## config.mk

```make
export PLATFORM = sky130hd
export DESIGN_NAME = ans_regs
export DESIGN_NICKNAME = d
export VERILOG_FILES = /design/src/design/ans_pkg.sv /design/src/design/ans_regs.sv
export SDC_FILE = /design/constraint.sdc
export NUM_CORES = 1
export LEC_CHECK = 0
export ABC_CLOCK_PERIOD_IN_PS = 1200
export BUFFER_PORTS_ARGS = -buffer_cell sky130_fd_sc_hd__clkbuf_2
export CAP_MARGIN = 30
export CORE_AREA = 2 2 112 114
export DETAILED_ROUTE_END_ITERATION = 10
export DIE_AREA = 0 0 114 116
export PLACE_DENSITY_LB_ADDON = 0.1
export SYNTH_ARGS = -nofsm -noshare
export SYNTH_HDL_FRONTEND = slang
export SYNTH_SLANG_ARGS = --single-unit
```

## constraint.sdc

```tcl
create_clock -name clk_sys -period 1.2 [get_ports clk_sys]
set_input_delay 0.06 -clock clk_sys [delete_from_list [all_inputs] [get_ports clk_sys]]
set_output_delay 0.06 -clock clk_sys [all_outputs]
set_load 0.1 [all_outputs]
```

## src/design/ans_pkg.sv

```systemverilog
package ans_pkg;

    // ----------------------------------------
    // Management addressing
    // ----------------------------------------
    localparam logic [4:0]  ANS_DEV_ADDR     = 5'h07;
    localparam logic [15:0] ANS_OFS_STATUS   = 16'h0001;
    localparam logic [15:0] ANS_OFS_PRESENCE = 16'h0005;
    localparam logic [15:0] ANS_OFS_ADV_LOW  = 16'h0010;
    localparam logic [15:0] ANS_OFS_ADV_MID  = 16'h0011;

    // ----------------------------------------
    // Reset and fixed values
    // ----------------------------------------
    localparam logic [15:0] ANS_STATUS_RST   = 16'h0088;
    localparam logic [15:0] ANS_PRESENCE_VAL = 16'h0080;
    localparam logic [15:0] ANS_ADV_LOW_RST  = 16'h1001;
    localparam logic [15:0] ANS_ADV_MID_RST  = 16'h0080;
    localparam logic [15:0] ANS_ADV_LOW_WMSK = 16'hBFFF;
    localparam logic [15:0] ANS_LFSR_TAPS    = 16'hB400;

    // ----------------------------------------
    // Status and advertisement field positions
    // ----------------------------------------
    localparam int ANS_ST_PDF  = 9;
    localparam int ANS_ST_EXT  = 7;
    localparam int ANS_ST_PAGE = 6;
    localparam int ANS_ST_DONE = 5;
    localparam int ANS_ST_RF   = 4;
    localparam int ANS_ST_ABLE = 3;
    localparam int ANS_ST_LINK = 2;
    localparam int ANS_ST_LP   = 0;
    localparam int ANS_ADV_ACK = 14;

    // ----------------------------------------
    // Carriers
    // ----------------------------------------
    typedef struct packed {
        logic        rd;
        logic        wr;
        logic [4:0]  dev;
        logic [15:0] addr;
        logic [15:0] wdata;
    } ans_mgmt_req_type;

    typedef struct packed {
        logic        rvalid;
        logic [15:0] rdata;
    } ans_mgmt_rsp_type;

    typedef struct packed {
        logic       par_det_fault;
        logic       page_arrived;
        logic       done;
        logic       remote_fault;
        logic       link_up;
        logic       ext_page;
        logic       partner_capable;
        logic       nonce_exchanged;
        logic [4:0] partner_nonce;
    } ans_engine_type;

endpackage : ans_pkg

```

## src/design/ans_regs.sv

```systemverilog
`timescale 1ns/10ps

// Notes on behaviour
// - Parallel detect fault latches high, read-only
// - Page arrival latches high, read-only
// - Done bit follows negotiation completion
// - Far-end fault latches high, read-only
// - Capability bit always reads one
// - Extended page bit, one after reset
// - Partner capability shown read-only
// - Presence register reads 0x0080
// - Writable next-page bit drives D15
// - Acknowledge bit reads zero, read-only
// - Writable fault bit drives D13
// - Pause bits drive D12:D10, reset 100
// - Echo sent until nonces exchanged
// - Echo field reads last written value
// - Selector drives D4:D0, reset 00001
// - Ability bits 15:8 drive D31:D24
// - Bit 7 drives D23, reset one
// - Bit 5 drives D21, reset zero
// - Nonce from random generator, reads written
// - Only device address 0x07 accepted
module ans_regs #(
    parameter logic [15:0] NONCE_SEED = 16'hACE1
) (
    input  wire logic                      clk_sys,
    input  wire logic                      rst_n,
    input  wire logic                      clk_en,
    input  wire ans_pkg::ans_mgmt_req_type mgmt_req,
    output      ans_pkg::ans_mgmt_rsp_type mgmt_rsp,
    input  wire ans_pkg::ans_engine_type   engine,
    output      logic [31:0]               base_codeword
);
    import ans_pkg::*;

    // ----------------------------------------
    // Elaboration check
    // ----------------------------------------
    if (NONCE_SEED == 16'h0000) begin : g_seed_chk
        $error("nonce seed must be non-zero");
    end

    // ----------------------------------------
    // Declarations
    // ----------------------------------------
    logic        hit;
    logic        rd_hit;
    logic        wr_hit;
    logic        rd_status;
    logic        pdf_q;
    logic        page_q;
    logic        rf_q;
    logic        link_q;
    logic        ext_q;
    logic [15:0] adv_low_q;
    logic [15:0] adv_mid_q;
    logic [15:0] lfsr_q;
    logic [15:0] status_val;
    logic [15:0] rdata_d;
    logic [15:0] rdata_q;
    logic        rvalid_q;
    logic [31:0] codeword_d;
    logic [31:0] codeword_q;

    // ----------------------------------------
    // Decode
    // ----------------------------------------
    // Frames for other devices are ignored
    assign hit       = clk_en && (mgmt_req.dev == ANS_DEV_ADDR);
    assign rd_hit    = hit && mgmt_req.rd;
    assign wr_hit    = hit && mgmt_req.wr && !mgmt_req.rd;
    assign rd_status = rd_hit && (mgmt_req.addr == ANS_OFS_STATUS);

    // ----------------------------------------
    // Latched status bits
    // ----------------------------------------
    // Sticky until a status read; a new event in the read cycle survives
    always_ff @(posedge clk_sys or negedge rst_n) begin
        if (!rst_n) begin
            pdf_q  <= 1'b0;
            page_q <= 1'b0;
            rf_q   <= 1'b0;
            link_q <= 1'b0;
        end else if (clk_en) begin
            pdf_q  <= (pdf_q && !rd_status) || engine.par_det_fault;
            page_q <= (page_q && !rd_status) || engine.page_arrived;
            rf_q   <= (rf_q && !rd_status) || engine.remote_fault;
            link_q <= (link_q || rd_status) && engine.link_up;      // Latched low
        end
    end

    // Extended page indication, one out of reset
    always_ff @(posedge clk_sys or negedge rst_n) begin
        if (!rst_n) begin
            ext_q <= ANS_STATUS_RST[ANS_ST_EXT];
        end else if (clk_en) begin
            ext_q <= engine.ext_page;
        end
    end

    // ----------------------------------------
    // Advertisement registers
    // ----------------------------------------
    // Acknowledge position is masked off on write
    always_ff @(posedge clk_sys or negedge rst_n) begin
        if (!rst_n) begin
            adv_low_q <= ANS_ADV_LOW_RST;
        end else if (wr_hit && mgmt_req.addr == ANS_OFS_ADV_LOW) begin
            adv_low_q <= mgmt_req.wdata & ANS_ADV_LOW_WMSK;
        end
    end

    // Whole word writable, nonce field kept for readback only
    always_ff @(posedge clk_sys or negedge rst_n) begin
        if (!rst_n) begin
            adv_mid_q <= ANS_ADV_MID_RST;
        end else if (wr_hit && mgmt_req.addr == ANS_OFS_ADV_MID) begin
            adv_mid_q <= mgmt_req.wdata;
        end
    end

    // ----------------------------------------
    // Nonce generator
    // ----------------------------------------
    // Free-running Galois shift register
    always_ff @(posedge clk_sys or negedge rst_n) begin
        if (!rst_n) begin
            lfsr_q <= NONCE_SEED;
        end else if (clk_en) begin
            lfsr_q <= lfsr_q[0] ? ((lfsr_q >> 1) ^ ANS_LFSR_TAPS) : (lfsr_q >> 1);
        end
    end

    // ----------------------------------------
    // Read path
    // ----------------------------------------
    // Status word assembly and read mux
    always_comb begin
        status_val              = 16'h0000;
        status_val[ANS_ST_PDF]  = pdf_q;
        status_val[ANS_ST_EXT]  = ext_q;
        status_val[ANS_ST_PAGE] = page_q;
        status_val[ANS_ST_DONE] = engine.done;
        status_val[ANS_ST_RF]   = rf_q;
        status_val[ANS_ST_ABLE] = 1'b1;
        status_val[ANS_ST_LINK] = link_q;
        status_val[ANS_ST_LP]   = engine.partner_capable;
        case (mgmt_req.addr)
            ANS_OFS_STATUS:   rdata_d = status_val;
            ANS_OFS_PRESENCE: rdata_d = ANS_PRESENCE_VAL;
            ANS_OFS_ADV_LOW:  rdata_d = adv_low_q;
            ANS_OFS_ADV_MID:  rdata_d = adv_mid_q;
            default:          rdata_d = 16'h0000;
        endcase
    end

    // Read answer one enabled cycle after the request
    always_ff @(posedge clk_sys or negedge rst_n) begin
        if (!rst_n) begin
            rvalid_q <= 1'b0;
            rdata_q  <= 16'h0000;
        end else if (clk_en) begin
            rvalid_q <= rd_hit;
            if (rd_hit) begin
                rdata_q <= rdata_d;
            end
        end
    end

    assign mgmt_rsp.rvalid = rvalid_q;
    assign mgmt_rsp.rdata  = rdata_q;

    // ----------------------------------------
    // Base codeword
    // ----------------------------------------
    // Echo swaps to partner nonce once nonces are exchanged
    always_comb begin
        codeword_d        = {adv_mid_q[15:5], lfsr_q[4:0], adv_low_q};
        codeword_d[14]    = 1'b0;
        if (engine.nonce_exchanged) begin
            codeword_d[9:5] = engine.partner_nonce;
        end
    end

    // Registered codeword towards the engine
    always_ff @(posedge clk_sys or negedge rst_n) begin
        if (!rst_n) begin
            codeword_q <= {ANS_ADV_MID_RST[15:5], 5'h00, ANS_ADV_LOW_RST};
        end else if (clk_en) begin
            codeword_q <= codeword_d;
        end
    end

    assign base_codeword = codeword_q;

    // ----------------------------------------
    // Checks
    // ----------------------------------------
    logic st_read_q; // Last answered read was the status word

    always_ff @(posedge clk_sys or negedge rst_n) begin
        if (!rst_n) begin
            st_read_q <= 1'b0;
        end else if (clk_en) begin
            st_read_q <= rd_status;
        end
    end

    a_pdf_latch_hold: assert property (
        @(posedge clk_sys) disable iff (!rst_n)
        pdf_q && !rd_status |=> pdf_q
    ) else $error("parallel fault latch dropped without a read");

    a_page_set_wins: assert property (
        @(posedge clk_sys) disable iff (!rst_n)
        clk_en && engine.page_arrived |=> page_q
    ) else $error("page arrival not latched");

    a_rf_read_back: assert property (
        @(posedge clk_sys) disable iff (!rst_n)
        clk_en && engine.remote_fault && rd_status |=> rf_q
    ) else $error("far-end fault lost when set during a status read");

    a_status_fixed_bits: assert property (
        @(posedge clk_sys) disable iff (!rst_n)
        mgmt_rsp.rvalid && st_read_q |-> mgmt_rsp.rdata[ANS_ST_ABLE]
            && mgmt_rsp.rdata[15:10] == 6'h00
    ) else $error("status fixed bits wrong");

    a_done_tracks: assert property (
        @(posedge clk_sys) disable iff (!rst_n)
        rd_status ##1 mgmt_rsp.rvalid |-> mgmt_rsp.rdata[ANS_ST_DONE] == $past(engine.done)
    ) else $error("done bit does not follow negotiation");

    a_presence_value: assert property (
        @(posedge clk_sys) disable iff (!rst_n)
        rd_hit && mgmt_req.addr == ANS_OFS_PRESENCE |=> mgmt_rsp.rdata == ANS_PRESENCE_VAL
    ) else $error("presence register wrong");

    a_foreign_dev: assert property (
        @(posedge clk_sys) disable iff (!rst_n)
        clk_en && mgmt_req.rd && mgmt_req.dev != ANS_DEV_ADDR |=> !mgmt_rsp.rvalid
    ) else $error("answered a frame for another device");

    a_ack_zero: assert property (
        @(posedge clk_sys) disable iff (!rst_n)
        !base_codeword[14] && !adv_low_q[ANS_ADV_ACK]
    ) else $error("acknowledge position not zero");

    a_echo_source: assert property (
        @(posedge clk_sys) disable iff (!rst_n)
        clk_en ##1 1'b1 |-> base_codeword[9:5] == ($past(engine.nonce_exchanged)
            ? $past(engine.partner_nonce) : $past(adv_low_q[9:5]))
    ) else $error("echo field source wrong");

    a_echo_readback: assert property (
        @(posedge clk_sys) disable iff (!rst_n)
        wr_hit && mgmt_req.addr == ANS_OFS_ADV_LOW ##1 !wr_hit ##1 $past(rd_hit)
            && $past(mgmt_req.addr) == ANS_OFS_ADV_LOW
        |-> mgmt_rsp.rdata[9:5] == $past(mgmt_req.wdata[9:5], 2)
    ) else $error("echo readback not the written value");

    a_nonce_random: assert property (
        @(posedge clk_sys) disable iff (!rst_n)
        clk_en |=> base_codeword[20:16] == $past(lfsr_q[4:0])
    ) else $error("sent nonce not from generator");

    a_ability_map: assert property (
        @(posedge clk_sys) disable iff (!rst_n)
        clk_en |=> base_codeword[31:21] == $past(adv_mid_q[15:5])
    ) else $error("ability bits misplaced in codeword");

    a_pdf_set_wins: assert property (
        @(posedge clk_sys) disable iff (!rst_n)
        clk_en && engine.par_det_fault |=> pdf_q
    ) else $error("parallel fault not latched");

    a_page_latch_hold: assert property (
        @(posedge clk_sys) disable iff (!rst_n)
        page_q && !rd_status |=> page_q
    ) else $error("page latch dropped without a read");

    a_rf_latch_hold: assert property (
        @(posedge clk_sys) disable iff (!rst_n)
        rf_q && !rd_status |=> rf_q
    ) else $error("far-end fault latch dropped without a read");

    a_ext_follows: assert property (
        @(posedge clk_sys) disable iff (!rst_n)
        clk_en |=> ext_q == $past(engine.ext_page)
    ) else $error("extended page bit does not follow engine");

    a_partner_live: assert property (
        @(posedge clk_sys) disable iff (!rst_n)
        rd_status |=> mgmt_rsp.rdata[ANS_ST_LP] == $past(engine.partner_capable)
    ) else $error("partner capability bit wrong on status read");

    a_read_refresh: assert property (
        @(posedge clk_sys) disable iff (!rst_n)
        rd_status && !engine.page_arrived |=> !page_q
    ) else $error("page latch not refreshed by status read");

endmodule : ans_regs

```

# After elaboration in Yosys (flattened, before gate mapping)
# Cells that the tools add are included.
# totals
regBits	100
output_inout_bits	49
# classes
muxes	3
bitwise	1
reduce_logical	18
n_eq_ne	5
# op_table
op	count
16-bit one-hot mux with 4 select lines	1
16-bit by 5-bit == test with 1-bit output, second input constant	2
16-bit by 1-bit == test with 1-bit output, second input constant	1
16-bit by 3-bit == test with 1-bit output, second input constant	1
16-bit two-way mux	1
1-bit logical AND	11
5-bit by 3-bit == test with 1-bit output, second input constant	1
5-bit two-way mux	1
1-bit logical OR	4
3-bit NOT with 4-bit output	1
1-bit zero test	2
2-bit AND reduction	1

# Logic depth before layout (Yosys ltp)
# depth
word_depth	7
depth_mapped	7

# Worst setup path before layout
# No wires, ideal clock.
# synth_path
path_type	input to register
start	input port mgmt_req[25] in the netlist's numbering
end	register adv_mid_q[10]
cell_stages	6
arrival_time_ns	2.083
setup_ns	0.125
setup_slack_ns	-1.008
path_cell_list	or4_4 -> or4_4 -> or4_1 -> buf_6 -> buf_12 -> mux2_4
# synth_between
elab_chain_len	2
# synth_lines
element	line_no	source
start, declared	ans_regs.sv:30	input wire ans_pkg::ans_mgmt_req_type mgmt_req,
16-bit by 5-bit == test with 1-bit output	ans_regs.sv:118	end else if (wr_hit && mgmt_req.addr == ANS_OFS_ADV_MID) begin
1-bit logical AND	ans_regs.sv:118	
end signal, assigned	ans_regs.sv:119	adv_mid_q <= mgmt_req.wdata;
end, declared	ans_regs.sv:57	logic [15:0] adv_mid_q;
# Every way passes these cells.
# A chain may end at the register's enable or synchronous reset.

# Worst setup path in the final report
# layout_path
start	input port mgmt_req[25] in the netlist's numbering
end	register adv_mid_q[5]
# Same word-level chain as after synthesis.

==> reports/results.ini <==
[critical_path]
crit_arrival_ns=2.09
critical_path.max_stage_delay_ns=0.55
start_kind=primary input
path_delay_family=simple AND/OR/NAND/NOR gates
path_common_cell=or4_4
worstPathCellList=buf_6 > or4_4 > or4_4 > or4_4 > mux2_4
end_kind=flip-flop
cp.buffers_inverters=1
worstSetupPathType=primary input to flip-flop
critPathSlowestCell=or4_4
cp_max_fo=8
worstPathRequired_ns=1.42

[route]
wl_um=10100
wl_per_cell_um=16.9
firstDrtPassIters=4
met1_length_um=4750
postRouteAntennaNets=0
highest_layer=met4
post-route-drc-count=0
dr_wl_met3_um=380
drtIter0Drc=111
vias=2896
dr_wl_met2_um=4700
routed_via_density=4.85

[synth]
synth_top_area_share=0.497
synthMuxAreaShare=0.232
synth_warnings=0
synth_fp_nets=353
seq_area_frac_synth=0.593
synth_most_common_cell=dfrtp_1
synth.area.top_cells=dfrtp_1 50%, mux2_2 17%, dfstp_2 9.6%
synth_top_family_by_area=multiplexers
synth-compound-area-share=0.0716
avgSynthCellArea_um2=13.8
synth_xor_area_frac=0.00637
synth_edf_count=0
yosys.area_share.simple=0.0594
synth_area_um2=4130
synth_common_cells=82 x dfrtp_1, 61 x mux2_2, 18 x a22o_1, 15 x dfstp_2
yosys_register_bits=97
synth_cell_types=35
syn_inst=298
ys.flop_type=dfrtp_1
async_flop_share=1.00
synth_top_area_cell=dfrtp_1
synth_adder_area_share=0

[global_route]
grt_usage=0.160
grt_pass1_vias=3036
overflow=0
antenna_found_initial=0
grt_pass1_wl_um=16100
grt_max_degree=74

[power]
p_seq_frac=0.444
ir_drop_v=0.000574
p_sw_mw=2.48
p_sw_frac=0.284
leakage_nw=2.90
internal_power_mw=6.25
combPwrFrac=0.202
clkPwrFrac=0.354
powerDensity_nw_per_um2=1430

[layout]
fin_util=0.511
nFillCells=1045
area_growth_syn_to_layout_pct=47.6
diodes=0
nets=500
final_area_um2=6090
drive_above_1_share=0.602

[sta]
layout_setup_ws_ns=-0.670
report.final.slew_viol_count=0
skew_ns=0.00396
setup_viol=42
fin_crit_ns=1.87
min_period_over_period=1.56
hold_viol=0
tightest_slew_ns=0.567
slew_headroom=0.622
rsz0062_at_grt=true
fmax_mhz=535

[die]
die_w_um=114
die_h_um=116
std_cell_rows=40
coreArea_um2=11900
start_util=0.346
fp.dieArea_um2=13200
pin_count=104

[clocking]
cts_num_sinks=97
path_clk_slew_ns=0.07
cts_tree=built
h-tree-depth=3
numCtsBuffers=9
clk_latency_ns=0.34
cts_buffer_depth=2
root_buffer=clkbuf_16

[placement]
hpwl_um=6910
dpl_cell_area_um2=5450
port_buffers=102
place_ws_ns=-1.10
place.gp.congestion=0.717

[outcome]
status=finished with violations
violations=negative setup slack

[job]
max_cap_viol_count=0

[worst_hold_path]
hp-class=primary input to flip-flop

==> placed cells by master, fill, tap and decap left out, types with 9 or more instances in the layout <==
master | synthesis | final
a21oi_1 | 10 | 9
a22o_1 | 18 | 18
buf_12 | 1 | 23
buf_4 | 5 | 51
buf_6 | 1 | 9
clkbuf_16 | 0 | 9
clkbuf_2 | 0 | 51
dfrtp_1 | 82 | 56
dfrtp_2 | 0 | 26
dfstp_2 | 15 | 15
dlygate4sd3_1 | 0 | 21
inv_1 | 9 | 9
mux2_2 | 61 | 45
mux2_4 | 10 | 26
mux2i_1 | 12 | 12
nand2_1 | 9 | 9
nor2_1 | 11 | 11
o21ai_0 | 11 | 11
==> layer usage <==
metal | vias up | global-route usage
li1 | 1366 | -
met1 | 1437 | 0.222
met2 | 77 | 0.245
met3 | 16 | 0.0288
met4 | 0 | 0.0732
met5 | - | 0
==> power by group through the flow <==
| stage | Sequential [mW] | Combinational (mW) | Clock (mW) |
|---|---|---|---|
| 2_1_floorplan | 4.11 | 0.949 | 0 |
| 3_3_place_gp | 3.92 | 1.70 | 0 |
| 3_5_place_dp | 3.93 | 1.71 | 0 |
| 4_1_cts | 3.87 | 1.78 | 3.18 |
| 5_1_grt | 3.92 | 1.87 | 3.32 |
| 6_report | 3.87 | 1.76 | 3.09 |
==> through the flow <==
step	TNS (ns)	power (mW)	hold WS, ns	cells
6_report	-21.20	8.72	0.0107	597
5_1_grt	-22.89	9.11	0.00132	597
4_1_cts	-20.15	8.84	0.00504	595
3_5_place_dp	-39.78	5.65	0.104	555
3_3_place_gp	-39.49	5.62	0.101	555
2_1_floorplan	-32.42	5.06	-0.236	298
==> sequential cells by signal, indices dropped and copies added (netlist names) <==
| name | flops |
|---|---|
| rdata_q | 16 |
| page_q | 1 |
| ext_q | 1 |
| rf_q | 1 |
| lfsr_q | 16 |
| adv_low_q | 15 |
| adv_mid_q | 16 |
| rvalid_q | 1 |
| base_codeword | 28 |
| link_q | 1 |
| pdf_q | 1 |
==> cell type report <==
class | instances | area (um2) | share of cell area
flip-flops and latches | 97 | 2480 | 0.407
well taps | 147 | 184 | 0.0302
inverters | 9 | 33.8 | 0.00555
multi-input cells | 173 | 1660 | 0.273
repair buffers | 155 | 1410 | 0.232
clock buffers | 12 | 246 | 0.0405
clock inverters | 4 | 76.3 | 0.0125
==> path summary, 6_finish.rpt <==
path | start | end | slack [ns] | cells past startpoint
max | mgmt_req[25] | adv_mid_q[5] | -0.67 | 5
min | mgmt_req[9] | adv_low_q[9] | 0.01 | 2
max reg2reg | adv_mid_q[7] | rdata_q[7] | 0.18 | 3
min reg2reg | lfsr_q[15] | lfsr_q[15] | 0.47 | 2
max in group asynchronous | rst_n | lfsr_q[0] | 0.56 | 3
min in group asynchronous | rst_n | rf_q | 0.28 | 3
==> cell families (layout without fill, tap and decap cells) <==
family	after synthesis	after routing
DFF	97	97
muxes	83	83
AOI/OAI and AO/OA	43	43
and+or+nand+nor	42	43
buffers and inverters	29	180
xor gates and xnor gates	3	3
other	1	1
==> what timing repair did <==
action,4_1_cts,5_1_grt
gates resized for setup,7,9
hold endpoints to repair,116,0
endpoints found under the setup margin,45,45
pin swaps,5,5
hold buffers,21,0
buffers inserted,2,2
cloned,1,0
Note: power is estimated with default switching activity, not from simulation.
